## src/setup_words_defines.svh

```systemverilog
// Offsets, field positions, reset values and timing counts of the setup word bank
`ifndef SETUP_WORDS_DEFINES_SVH
`define SETUP_WORDS_DEFINES_SVH

// ------------------------------------------------------------------
// Register indices (byte address = 4 * index)
// ------------------------------------------------------------------
`define IDX_STARTUP_MODE_SELECT   30'h000019c8
`define IDX_HOLD_FLAG_RETENTION   30'h000019c9
`define IDX_BOARD_PORT2_SERVICE   30'h000019d5
`define IDX_BOARD_PORT1_SERVICE   30'h000019d6
`define IDX_PULSE_OUTPUT_SELECT   30'h000019d7
`define IDX_SERIAL_PORT_SHARE     30'h000019d8
`define IDX_TOOL_PORT_SHARE       30'h000019d9
`define IDX_CYCLE_OVERRUN_LIMIT   30'h000019da
`define IDX_MINIMUM_CYCLE_TIME    30'h000019db
`define IDX_INPUT_FILTER_CONSTS   30'h000019dc
`define IDX_IRQ_STATUS            30'h00001a00
`define IDX_IRQ_MASK              30'h00001a01
`define IDX_CONTROL               30'h00001a02
`define IDX_STATE                 30'h00001a03

// ------------------------------------------------------------------
// Reset values
// ------------------------------------------------------------------
`define SETUP_WORD_RST            16'h0000
`define IRQ_MASK_RST              3'h0

// ------------------------------------------------------------------
// Field positions
// ------------------------------------------------------------------
`define CODE_LO                   7:0
`define CODE_HI                   15:8
`define IO_HOLD_FIELD             11:8
`define FORCED_HOLD_FIELD         15:12
`define FILT_FIRST_LO_FIELD       3:0
`define FILT_FIRST_HI_FIELD       7:4
`define FILT_SECOND_FIELD         11:8
`define CTRL_RESTART_BIT          0
`define CTRL_MODE_FIELD           2:1
`define CTRL_MODE_WE_BIT          4
`define IRQ_OVERRUN_BIT           0
`define IRQ_OP_START_BIT          1
`define IRQ_RESTART_BIT           2

// ------------------------------------------------------------------
// Codes
// ------------------------------------------------------------------
`define DESIG_PANEL               8'h00
`define DESIG_RESUME              8'h01
`define DESIG_STORED              8'h02
`define SHARE_FIXED               8'h00
`define SHARE_BCD                 8'h01
`define MON_FIXED                 8'h00
`define MON_UNIT_10MS             8'h01
`define MON_UNIT_100MS            8'h02
`define MON_UNIT_1S               8'h03

// ------------------------------------------------------------------
// Timing
// ------------------------------------------------------------------
`define CLK_PERIOD_NS             8
`define TICK_NS                   8000
`define TICK_CYCLES               (`TICK_NS / `CLK_PERIOD_NS)
`define NS_PER_MS                 1000000
`define TICKS_PER_MS              (`NS_PER_MS / `TICK_NS)
`define SHARE_DEFAULT_PCT         5
`define SERVICE_MIN_NS            256000
`define SERVICE_MAX_NS            65536000
`define SERVICE_MIN_TICKS         (`SERVICE_MIN_NS / `TICK_NS)
`define SERVICE_MAX_TICKS         (`SERVICE_MAX_NS / `TICK_NS)
`define STOP_SERVICE_MS           10
`define MON_FIXED_MS              120
`define MON_UNIT_10MS_MS          10
`define MON_UNIT_100MS_MS         100
`define MON_UNIT_1S_MS            1000
`define FILTER_DEFAULT_MS         8

`endif

```

## src/setup_words_pkg.sv

```systemverilog
// Types shared by the setup word bank
package setup_words_pkg;

  typedef enum logic [1:0]
  {
    MODE_PROGRAM = 2'b00,
    MODE_MONITOR = 2'b01,
    MODE_RUN     = 2'b10
  } op_mode_t;

  typedef enum logic [1:0]
  {
    CYC_IDLE = 2'b00,
    CYC_SCAN = 2'b01,
    CYC_PAD  = 2'b10
  } cyc_state_t;

endpackage

```

## src/controller_setup_words.sv

```systemverilog
// Setup word bank with AHB-Lite slave, startup, cycle timing and filter decode
`timescale 1ns/1ns
`default_nettype none
`include "setup_words_defines.svh"

// Overview of operation
// - Designation 02 selects stored startup mode
// - Designation picks panel, resume or stored mode
// - Startup words apply only after restart
// - Hold flags from bits 8-11, 12-15
// - Selector drives pulses on one word only
// - Run-time words latch at operation start
// - Serial share: fixed 5% or BCD percent
// - Service time clamped 0.256 to 65.536 ms
// - Stopped controller services ports 10 ms
// - Tool port share uses same scheme
// - Monitor code picks 120 ms or unit
// - Overrun limit is BCD times unit
// - Minimum cycle time pads scan cycle
// - Filter fields map to input groups
module controller_setup_words
  import setup_words_pkg::*;
(
  // Clock and reset
  input  wire logic        i_mclk,
  input  wire logic        i_arst_n,
  // AHB-Lite slave
  input  wire logic        i_hsel,
  input  wire logic [31:0] i_haddr,
  input  wire logic [1:0]  i_htrans,
  input  wire logic        i_hwrite,
  input  wire logic [2:0]  i_hsize,
  input  wire logic [31:0] i_hwdata,
  input  wire logic        i_hready,
  output logic             o_hreadyout,
  output logic             o_hresp,
  output logic [31:0]      o_hrdata,
  // Panel and scan engine
  input  wire logic [1:0]  i_panel_mode,
  input  wire logic        i_scan_done,
  // Operating state
  output logic [1:0]       o_op_mode,
  output logic             o_io_hold_flag,
  output logic             o_forced_status_hold_flag,
  output logic             o_cycle_start,
  // Derived settings
  output logic [15:0]      o_pulse_word_onehot,
  output logic [13:0]      o_serial_service_ticks,
  output logic [13:0]      o_tool_service_ticks,
  output logic [7:0]       o_filter_first_lo_ms,
  output logic [7:0]       o_filter_first_hi_ms,
  output logic [7:0]       o_filter_second_word_ms,
  output logic [15:0]      o_board_port1_service,
  output logic [15:0]      o_board_port2_service,
  // Interrupt
  output logic             o_irq
);

  // ------------------------------------------------------------------
  // Functions
  // ------------------------------------------------------------------
  function automatic logic [6:0] bcd2(input logic [7:0] b);
    bcd2 = 7'(b[7:4]) * 7'd10 + 7'(b[3:0]);
  endfunction

  // Percentage of the cycle, clamped to the legal service window
  function automatic logic [13:0] service_ticks(input logic [15:0] w,
                                                input logic [23:0] cyc);
    logic [6:0]  pct;
    logic [30:0] prod;
    logic [30:0] q;
    pct = (w[`CODE_HI] == `SHARE_BCD) ? bcd2(w[`CODE_LO]) : 7'(`SHARE_DEFAULT_PCT);
    prod = 31'(pct) * 31'(cyc);
    q = prod / 31'd100;
    if (q < 31'(`SERVICE_MIN_TICKS))
      service_ticks = 14'(`SERVICE_MIN_TICKS);
    else if (q > 31'(`SERVICE_MAX_TICKS))
      service_ticks = 14'(`SERVICE_MAX_TICKS);
    else
      service_ticks = q[13:0];
  endfunction

  function automatic logic [7:0] filter_ms(input logic [3:0] c);
    case (c)
      4'h1:    filter_ms = 8'h01;
      4'h2:    filter_ms = 8'h02;
      4'h3:    filter_ms = 8'h04;
      4'h4:    filter_ms = 8'h08;
      4'h5:    filter_ms = 8'h10;
      4'h6:    filter_ms = 8'h20;
      4'h7:    filter_ms = 8'h40;
      4'h8:    filter_ms = 8'h80;
      default: filter_ms = 8'(`FILTER_DEFAULT_MS);
    endcase
  endfunction

  // ------------------------------------------------------------------
  // Reset release and input synchronisers
  // ------------------------------------------------------------------
  logic       rst_meta_n;
  logic       rst_n;
  logic [1:0] panel_meta;
  logic [1:0] panel_sync;

  always_ff @(posedge i_mclk or negedge i_arst_n)
  begin
    if (!i_arst_n)
    begin
      rst_meta_n <= 1'b0;
      rst_n      <= 1'b0;
    end
    else
    begin
      rst_meta_n <= 1'b1;
      rst_n      <= rst_meta_n;
    end
  end

  always_ff @(posedge i_mclk or negedge rst_n)
  begin
    if (!rst_n)
    begin
      panel_meta <= 2'h0;
      panel_sync <= 2'h0;
    end
    else
    begin
      panel_meta <= i_panel_mode;
      panel_sync <= panel_meta;
    end
  end

  // ------------------------------------------------------------------
  // AHB-Lite register access
  // ------------------------------------------------------------------
  logic [15:0] setup_q [10];
  logic [2:0]  irq_status;
  logic [2:0]  irq_mask;
  logic        wr_pend;
  logic [3:0]  wr_slot;
  logic [3:0]  a_slot;
  logic        a_valid;
  logic [31:0] rd_word;
  logic        wr_setup;
  logic        wr_status;
  logic        wr_mask;
  logic        wr_ctrl;
  logic        restart_cmd;

  assign a_valid     = i_hsel & i_htrans[1] & i_hready;
  assign o_hreadyout = 1'b1;
  assign o_hresp     = 1'b0;

  always_comb
  begin
    case (i_haddr[31:2])
      `IDX_STARTUP_MODE_SELECT: a_slot = 4'h0;
      `IDX_HOLD_FLAG_RETENTION: a_slot = 4'h1;
      `IDX_BOARD_PORT2_SERVICE: a_slot = 4'h2;
      `IDX_BOARD_PORT1_SERVICE: a_slot = 4'h3;
      `IDX_PULSE_OUTPUT_SELECT: a_slot = 4'h4;
      `IDX_SERIAL_PORT_SHARE:   a_slot = 4'h5;
      `IDX_TOOL_PORT_SHARE:     a_slot = 4'h6;
      `IDX_CYCLE_OVERRUN_LIMIT: a_slot = 4'h7;
      `IDX_MINIMUM_CYCLE_TIME:  a_slot = 4'h8;
      `IDX_INPUT_FILTER_CONSTS: a_slot = 4'h9;
      `IDX_IRQ_STATUS:          a_slot = 4'ha;
      `IDX_IRQ_MASK:            a_slot = 4'hb;
      `IDX_CONTROL:             a_slot = 4'hc;
      `IDX_STATE:               a_slot = 4'hd;
      default:                  a_slot = 4'hf;
    endcase
  end

  logic [23:0] last_cycle;
  op_mode_t    op_mode;

  always_comb
  begin
    case (a_slot)
      4'ha:    rd_word = {29'h0, irq_status};
      4'hb:    rd_word = {29'h0, irq_mask};
      4'hc:    rd_word = {29'h0, op_mode, 1'b0};
      4'hd:    rd_word = {6'h0, o_forced_status_hold_flag, o_io_hold_flag, last_cycle};
      4'hf:    rd_word = 32'h0;
      default: rd_word = (a_slot < 4'ha) ? {16'h0, setup_q[a_slot]} : 32'h0;
    endcase
  end

  always_ff @(posedge i_mclk or negedge rst_n)
  begin
    if (!rst_n)
    begin
      wr_pend  <= 1'b0;
      wr_slot  <= 4'hf;
      o_hrdata <= 32'h0;
    end
    else
    begin
      if (i_hready)
      begin
        wr_pend <= a_valid & i_hwrite;
        wr_slot <= a_slot;
      end
      if (a_valid && !i_hwrite)
        o_hrdata <= rd_word;
    end
  end

  assign wr_setup  = wr_pend & (wr_slot < 4'ha);
  assign wr_status = wr_pend & (wr_slot == 4'ha);
  assign wr_mask   = wr_pend & (wr_slot == 4'hb);
  assign wr_ctrl   = wr_pend & (wr_slot == 4'hc);

  // Stored as written; unused fields kept but never decoded
  always_ff @(posedge i_mclk or negedge rst_n)
  begin
    if (!rst_n)
    begin
      for (int i = 0; i < 10; i++)
        setup_q[i] <= `SETUP_WORD_RST;
    end
    else if (wr_setup)
      setup_q[wr_slot] <= i_hwdata[15:0];
  end

  always_ff @(posedge i_mclk or negedge rst_n)
  begin
    if (!rst_n)
      irq_mask <= `IRQ_MASK_RST;
    else if (wr_mask)
      irq_mask <= i_hwdata[2:0];
  end

  always_ff @(posedge i_mclk or negedge rst_n)
  begin
    if (!rst_n)
      restart_cmd <= 1'b0;
    else
      restart_cmd <= wr_ctrl & i_hwdata[`CTRL_RESTART_BIT];
  end

  // ------------------------------------------------------------------
  // Startup group: sampled only at boot or soft restart
  // ------------------------------------------------------------------
  logic        booted;
  logic        boot;
  logic [15:0] act_hold;
  logic [15:0] act_board1;
  logic [15:0] act_board2;

  assign boot = ~booted | restart_cmd;

  always_ff @(posedge i_mclk or negedge rst_n)
  begin
    if (!rst_n)
    begin
      booted     <= 1'b0;
      act_hold   <= `SETUP_WORD_RST;
      act_board1 <= `SETUP_WORD_RST;
      act_board2 <= `SETUP_WORD_RST;
    end
    else
    begin
      booted <= 1'b1;
      if (boot)
      begin
        act_hold   <= setup_q[1];
        act_board1 <= setup_q[3];
        act_board2 <= setup_q[2];
      end
    end
  end

  assign o_io_hold_flag            = (act_hold[`IO_HOLD_FIELD] == 4'h1);
  assign o_forced_status_hold_flag = (act_hold[`FORCED_HOLD_FIELD] == 4'h1);
  assign o_board_port1_service     = act_board1;
  assign o_board_port2_service     = act_board2;

  // Resume keeps the present mode: it survives a soft restart only
  always_ff @(posedge i_mclk or negedge rst_n)
  begin
    if (!rst_n)
      op_mode <= MODE_PROGRAM;
    else if (boot)
    begin
      case (setup_q[0][`CODE_HI])
        `DESIG_PANEL:  op_mode <= (panel_sync == 2'b11) ? MODE_PROGRAM : op_mode_t'(panel_sync);
        `DESIG_RESUME: op_mode <= op_mode;
        `DESIG_STORED:
        begin
          case (setup_q[0][`CODE_LO])
            8'h01:   op_mode <= MODE_MONITOR;
            8'h02:   op_mode <= MODE_RUN;
            default: op_mode <= MODE_PROGRAM;
          endcase
        end
        default:       op_mode <= MODE_PROGRAM;
      endcase
    end
    else if (wr_ctrl && i_hwdata[`CTRL_MODE_WE_BIT] && i_hwdata[2:1] != 2'b11)
      op_mode <= op_mode_t'(i_hwdata[`CTRL_MODE_FIELD]);
  end

  assign o_op_mode = op_mode;

  // ------------------------------------------------------------------
  // Run-time group: latched at each operation start
  // ------------------------------------------------------------------
  logic        running;
  logic        running_d;
  logic        op_start;
  logic [15:0] act_pulse;
  logic [15:0] act_serial;
  logic [15:0] act_tool;
  logic [15:0] act_limit;
  logic [15:0] act_mincyc;
  logic [15:0] act_filter;

  assign running  = (op_mode != MODE_PROGRAM);
  assign op_start = running & ~running_d;

  always_ff @(posedge i_mclk or negedge rst_n)
  begin
    if (!rst_n)
    begin
      running_d  <= 1'b0;
      act_pulse  <= `SETUP_WORD_RST;
      act_serial <= `SETUP_WORD_RST;
      act_tool   <= `SETUP_WORD_RST;
      act_limit  <= `SETUP_WORD_RST;
      act_mincyc <= `SETUP_WORD_RST;
      act_filter <= `SETUP_WORD_RST;
    end
    else
    begin
      running_d <= running;
      if (op_start)
      begin
        act_pulse  <= setup_q[4];
        act_serial <= setup_q[5];
        act_tool   <= setup_q[6];
        act_limit  <= setup_q[7];
        act_mincyc <= setup_q[8];
        act_filter <= setup_q[9];
      end
    end
  end

  // One-hot by construction; BCD codes 16 to 99 drive nothing, but some non-BCD codes (such as D0) wrap in bcd2 onto a word
  logic [6:0] pulse_idx;
  assign pulse_idx = bcd2(act_pulse[`CODE_LO]);

  always_ff @(posedge i_mclk or negedge rst_n)
  begin
    if (!rst_n)
      o_pulse_word_onehot <= 16'h0000;
    else if (pulse_idx < 7'd16)
      o_pulse_word_onehot <= 16'h0001 << pulse_idx[3:0];
    else
      o_pulse_word_onehot <= 16'h0000;
  end

  always_ff @(posedge i_mclk or negedge rst_n)
  begin
    if (!rst_n)
    begin
      o_filter_first_lo_ms    <= 8'(`FILTER_DEFAULT_MS);
      o_filter_first_hi_ms    <= 8'(`FILTER_DEFAULT_MS);
      o_filter_second_word_ms <= 8'(`FILTER_DEFAULT_MS);
    end
    else
    begin
      o_filter_first_lo_ms    <= filter_ms(act_filter[`FILT_FIRST_LO_FIELD]);
      o_filter_first_hi_ms    <= filter_ms(act_filter[`FILT_FIRST_HI_FIELD]);
      o_filter_second_word_ms <= filter_ms(act_filter[`FILT_SECOND_FIELD]);
    end
  end

  // ------------------------------------------------------------------
  // Cycle timing
  // ------------------------------------------------------------------
  logic [9:0]  tick_div;
  logic        tick;
  cyc_state_t  cyc_state;
  logic [23:0] elapsed;
  logic        overrun_seen;
  logic [16:0] limit_ms;
  logic [23:0] limit_ticks;
  logic [23:0] min_ticks;
  logic        cycle_end;
  logic        overrun_evt;

  assign tick = (tick_div == 10'(`TICK_CYCLES - 1));

  always_ff @(posedge i_mclk or negedge rst_n)
  begin
    if (!rst_n)
      tick_div <= 10'h000;
    else if (tick)
      tick_div <= 10'h000;
    else
      tick_div <= tick_div + 10'h001;
  end

  always_comb
  begin
    case (act_limit[`CODE_HI])
      `MON_UNIT_10MS:  limit_ms = 17'(bcd2(act_limit[`CODE_LO])) * 17'(`MON_UNIT_10MS_MS);
      `MON_UNIT_100MS: limit_ms = 17'(bcd2(act_limit[`CODE_LO])) * 17'(`MON_UNIT_100MS_MS);
      `MON_UNIT_1S:    limit_ms = 17'(bcd2(act_limit[`CODE_LO])) * 17'(`MON_UNIT_1S_MS);
      default:         limit_ms = 17'(`MON_FIXED_MS);
    endcase
  end

  assign limit_ticks = 24'(limit_ms) * 24'(`TICKS_PER_MS);
  assign min_ticks   = 24'(14'(bcd2(act_mincyc[15:8])) * 14'd100
                         + 14'(bcd2(act_mincyc[7:0])))
                       * 24'(`TICKS_PER_MS);
  assign cycle_end   = (cyc_state == CYC_PAD) && (elapsed >= min_ticks);
  assign overrun_evt = (cyc_state != CYC_IDLE) && !overrun_seen && (elapsed > limit_ticks);

  always_ff @(posedge i_mclk or negedge rst_n)
  begin
    if (!rst_n)
    begin
      cyc_state     <= CYC_IDLE;
      elapsed       <= 24'h0;
      overrun_seen  <= 1'b0;
      last_cycle    <= 24'h0;
      o_cycle_start <= 1'b0;
    end
    else
    begin
      o_cycle_start <= 1'b0;
      if (tick && elapsed != 24'hffffff)
        elapsed <= elapsed + 24'h1;
      if (overrun_evt)
        overrun_seen <= 1'b1;
      case (cyc_state)
        CYC_IDLE:
        begin
          if (op_start)
          begin
            cyc_state     <= CYC_SCAN;
            elapsed       <= 24'h0;
            overrun_seen  <= 1'b0;
            o_cycle_start <= 1'b1;
          end
        end
        CYC_SCAN:
        begin
          if (!running)
            cyc_state <= CYC_IDLE;
          else if (i_scan_done)
            cyc_state <= CYC_PAD;
        end
        CYC_PAD:
        begin
          if (!running)
            cyc_state <= CYC_IDLE;
          else if (cycle_end)
          begin
            cyc_state     <= CYC_SCAN;
            last_cycle    <= elapsed;
            elapsed       <= 24'h0;
            overrun_seen  <= 1'b0;
            o_cycle_start <= 1'b1;
          end
        end
        default: cyc_state <= CYC_IDLE;
      endcase
    end
  end

  // Refreshed once per cycle from the previous cycle's length
  always_ff @(posedge i_mclk or negedge rst_n)
  begin
    if (!rst_n)
    begin
      o_serial_service_ticks <= 14'(`STOP_SERVICE_MS * `TICKS_PER_MS);
      o_tool_service_ticks   <= 14'(`STOP_SERVICE_MS * `TICKS_PER_MS);
    end
    else if (!running)
    begin
      o_serial_service_ticks <= 14'(`STOP_SERVICE_MS * `TICKS_PER_MS);
      o_tool_service_ticks   <= 14'(`STOP_SERVICE_MS * `TICKS_PER_MS);
    end
    else if (cycle_end)
    begin
      o_serial_service_ticks <= service_ticks(act_serial, elapsed);
      o_tool_service_ticks   <= service_ticks(act_tool, elapsed);
    end
  end

  // ------------------------------------------------------------------
  // Interrupt status, write one to clear; a new event wins
  // ------------------------------------------------------------------
  logic [2:0] irq_set;
  logic       restart_done;

  always_ff @(posedge i_mclk or negedge rst_n)
  begin
    if (!rst_n)
      restart_done <= 1'b0;
    else
      restart_done <= boot;
  end

  assign irq_set = {restart_done, op_start, overrun_evt};

  always_ff @(posedge i_mclk or negedge rst_n)
  begin
    if (!rst_n)
      irq_status <= 3'h0;
    else
      irq_status <= (irq_status & ~(wr_status ? i_hwdata[2:0] : 3'h0)) | irq_set;
  end

  assign o_irq = |(irq_status & irq_mask);

endmodule
`default_nettype wire

```

## config.mk

```make
export PLATFORM = sky130hd
export DESIGN_NAME = controller_setup_words
export DESIGN_NICKNAME = d
export VERILOG_FILES = /design/src/setup_words_pkg.sv /design/src/controller_setup_words.sv
export VERILOG_INCLUDE_DIRS = /design/src /design/src/src
export SDC_FILE = /design/constraint.sdc
export NUM_CORES = 2
export LEC_CHECK = 0
export BUFFER_PORTS_ARGS = -buffer_cell sky130_fd_sc_hd__buf_4
export CAP_MARGIN = 40
export CORE_MARGIN = 10
export CORE_UTILIZATION = 65
export DETAILED_ROUTE_END_ITERATION = 10
export PLACE_DENSITY = 0.83
export SLEW_MARGIN = 20
export SYNTH_ARGS = -nofsm -noshare
export SYNTH_HDL_FRONTEND = slang
export SYNTH_SLANG_ARGS = --single-unit
```

## constraint.sdc

```tcl
create_clock -name i_mclk -period 28.4 [get_ports i_mclk]
set_clock_uncertainty 0.15 [all_clocks]
set_input_delay 1.42 -clock i_mclk [delete_from_list [all_inputs] [get_ports i_mclk]]
set_output_delay 1.42 -clock i_mclk [all_outputs]
set_load 0.02 [all_outputs]
```

==> impl_metrics.ini <==
[die]
dieArea_sq_um = 94570
die_w_microns = 307.5
rows = 105
initial_core_util_pct = 65.55
core_area_sq_um = 81980
die_h_microns = 307.5
io_pins = 217

[global_routing]
grt_max_degree = 157
grt_pass1_vias = 46031
grt_overflow = 0
grt_usage_pct = 30.55
grt_pass1_wl_microns = 239700
antenna_found_initial = 4

[timing]
max_freq_mhz = 41.92
hold_violations = 0
slew_headroom_pct = 40.03
post-route-min-period_ns = 23.85
fin_crit_sh_pct = 83.99
setup_tns_ns = 0
rsz0062_at_grt = no
setup_viol = 0
drv_slew = 0
tightest_slew_ns = 0.8996

[cells_and_area]
final_nets = 6777
final_common_cell = nand2_1
n_fill_cell = 5981
final_cell_mix = nand2_1, inv_1, dfrtp_1
layout-drive-gt1-share_pct = 18.38
multi_input_area_sq_um = 38520
seqCellArea_sq_um = 11610
syn_to_final_growth_pct = 7.276

[clock_network]
htree_levels = 2
post_cts_buffers = 0
cts_buffer_depth = 3
postCtsHoldBufs = 0
ctsResizeCount = 0
numCtsBuffers = 47
clkSlewWorstSetupHoldPaths_ns = 0.07
cts_sinks = 463
worstSkewPairLatency_ns = 0.62
cts_tree = yes
cts_root_buf = clkbuf_16

[synth]
postSynthAreaPerCell_sq_um = 9.105
synthesis.instances = 5902
synth_warnings = 0
ys_types = 184
async_flop_share_pct = 100.0
synth-edff-count = 0
syn_area_sq_um = 53740
synth_seq_cells = 463
ys_seq_area_share_pct = 21.60
ys.flop_type = dfrtp_1

[setup_path]
start_kind = flip-flop
setup.worst_path.class = reg -> reg
slowest_delay_ns = 0.72
critPathArrivalTime_ns = 24.22
cp_slowest_cell = o32ai_1
end_kind = flip-flop
crit_required_ns = 28.77
cp_max_fo = 23

[route]
vias_per_cell = 6.497
drt_wl_total_microns = 147400
drtIter0Drc = 3982
drc = 0
wl_per_cell_microns = 20.82
dr.pass1.iters = 6
dr_total_vias = 45985
antenna_left = 0

[flow_run]
cap_violations = 0

[placement]
place.port_buffers = 186
place_congestion = 0.9485
hpwl_microns = 110600

[run_status]
outcome = completed

[worst_hold_path]
min_path_type = reg -> async
==> cell type report <==
cell class	instances	share of cell area, %
antenna	1	0.004341
clock buffer	64	2.290
clock inverter	24	0.5839
inverter	576	3.751
multi-input combinational	4588	66.82
sequential	463	20.14
tap	1070	2.322
timing repair buffer	292	4.085
==> synthesized netlist by cell type, types with 20 or more instances <==
library cell / instances / area (sq um)
and3_1: 35 / 219.0
mux2_2: 357 / 4020
buf_6: 20 / 225.2
a31oi_1: 60 / 375.4
nor4_1: 30 / 187.7
ha_1: 374 / 4679
and2_1: 153 / 957.2
nor2_1: 325 / 1220
o22ai_1: 22 / 137.6
clkbuf_1: 165 / 619.3
xnor2_1: 155 / 1358
or3_1: 21 / 131.4
inv_1: 570 / 2140
buf_2: 27 / 135.1
o31ai_1: 32 / 240.2
o21ai_0: 244 / 1221
buf_1: 26 / 97.59
nand4_1: 58 / 362.9
nand2b_1: 53 / 331.6
nand3_1: 109 / 545.5
fa_1: 358 / 7167
o21ai_1: 54 / 270.3
nor2b_1: 40 / 250.2
o21a_1: 34 / 255.2
a21o_1: 87 / 653.1
dfrtp_1: 446 / 11160
o221ai_1: 20 / 175.2
mux2i_1: 76 / 760.7
nor3_1: 112 / 560.5
nand2_1: 600 / 2252
a21oi_2: 23 / 201.4
a21oi_1: 268 / 1341
o211ai_1: 75 / 563.0
buf_4: 21 / 157.7
o21bai_1: 29 / 217.7
xor2_1: 92 / 805.8
a211oi_1: 28 / 210.2
==> cell families after synthesis <==
logic type / count (synthesis) / share of synthesized area (%)
compound gates: 1399 / 19.36
flops: 463 / 21.60
buf+inv: 859 / 6.934
simple gates: 1729 / 16.10
fa+ha+maj: 739 / 22.18
mux: 454 / 9.467
xor+xnor: 257 / 4.340
other cells: 2 / 0.01398
==> metal layers <==
| layer | part of all wire, % | global-route usage, % |
|---|---|---|
| met5 | 0.0075 | 0 |
| met4 | 3.7 | 10.63 |
| met3 | 8.2 | 6.089 |
| met2 | 47 | 51.28 |
| met1 | 41 | 38.91 |
==> sequential cells by signal, summed over array words and instances (netlist names), 24 cells and up <==
name	cells
elapsed	24
last_cycle	24
o_hrdata	26
setup_q	160
==> worst paths after layout <==
path,end,slack (ns),depth (start not counted),startpoint
setup / recovery,o_serial_service_ticks[0],4.55,77,act_serial[5]
hold / removal,o_serial_service_ticks[12],0.16,0,rst_n
setup reg to reg,o_serial_service_ticks[0],4.55,77,act_serial[5]
hold reg to reg,o_serial_service_ticks[12],0.16,0,rst_n
max in group asynchronous,act_limit[12],25.45,5,rst_n
min in group i_mclk,panel_sync[1],0.20,0,panel_meta[1]
==> critical path, delay by kind of cell (launching register included) <==
kind	cells	cell delay, ns
AO/OA/AOI/OAI	38	11.99
adder cells (fa/ha/maj)	8	3.65
AND/OR/NAND/NOR	17	3.59
multiplexers	5	1.92
XOR/XNOR	3	1.33
buffers and inverters	6	0.60
flip-flops	1	0.43
==> metrics by stage <==
step / hold WS [ns] / cells / setup WS (ns) / utilization [%] / cell area [sq um]
after floorplan: 0.1812 / 5910 / 8.678 / - / 53770
after global placement: 0.1503 / 6947 / 5.026 / 67.73 / 55520
after detailed placement: 0.1578 / 6978 / 5.100 / 68.16 / 55880
after CTS: 0.1723 / 7066 / 4.959 / 70.18 / 57540
after global routing: 0.1877 / 7078 / 2.978 / 70.32 / 57650
final: 0.1576 / 7078 / 4.547 / 70.32 / 57650
Power is not shown: default switching activity piles up to over one toggle a cycle in this logic, so the estimate is an artifact.
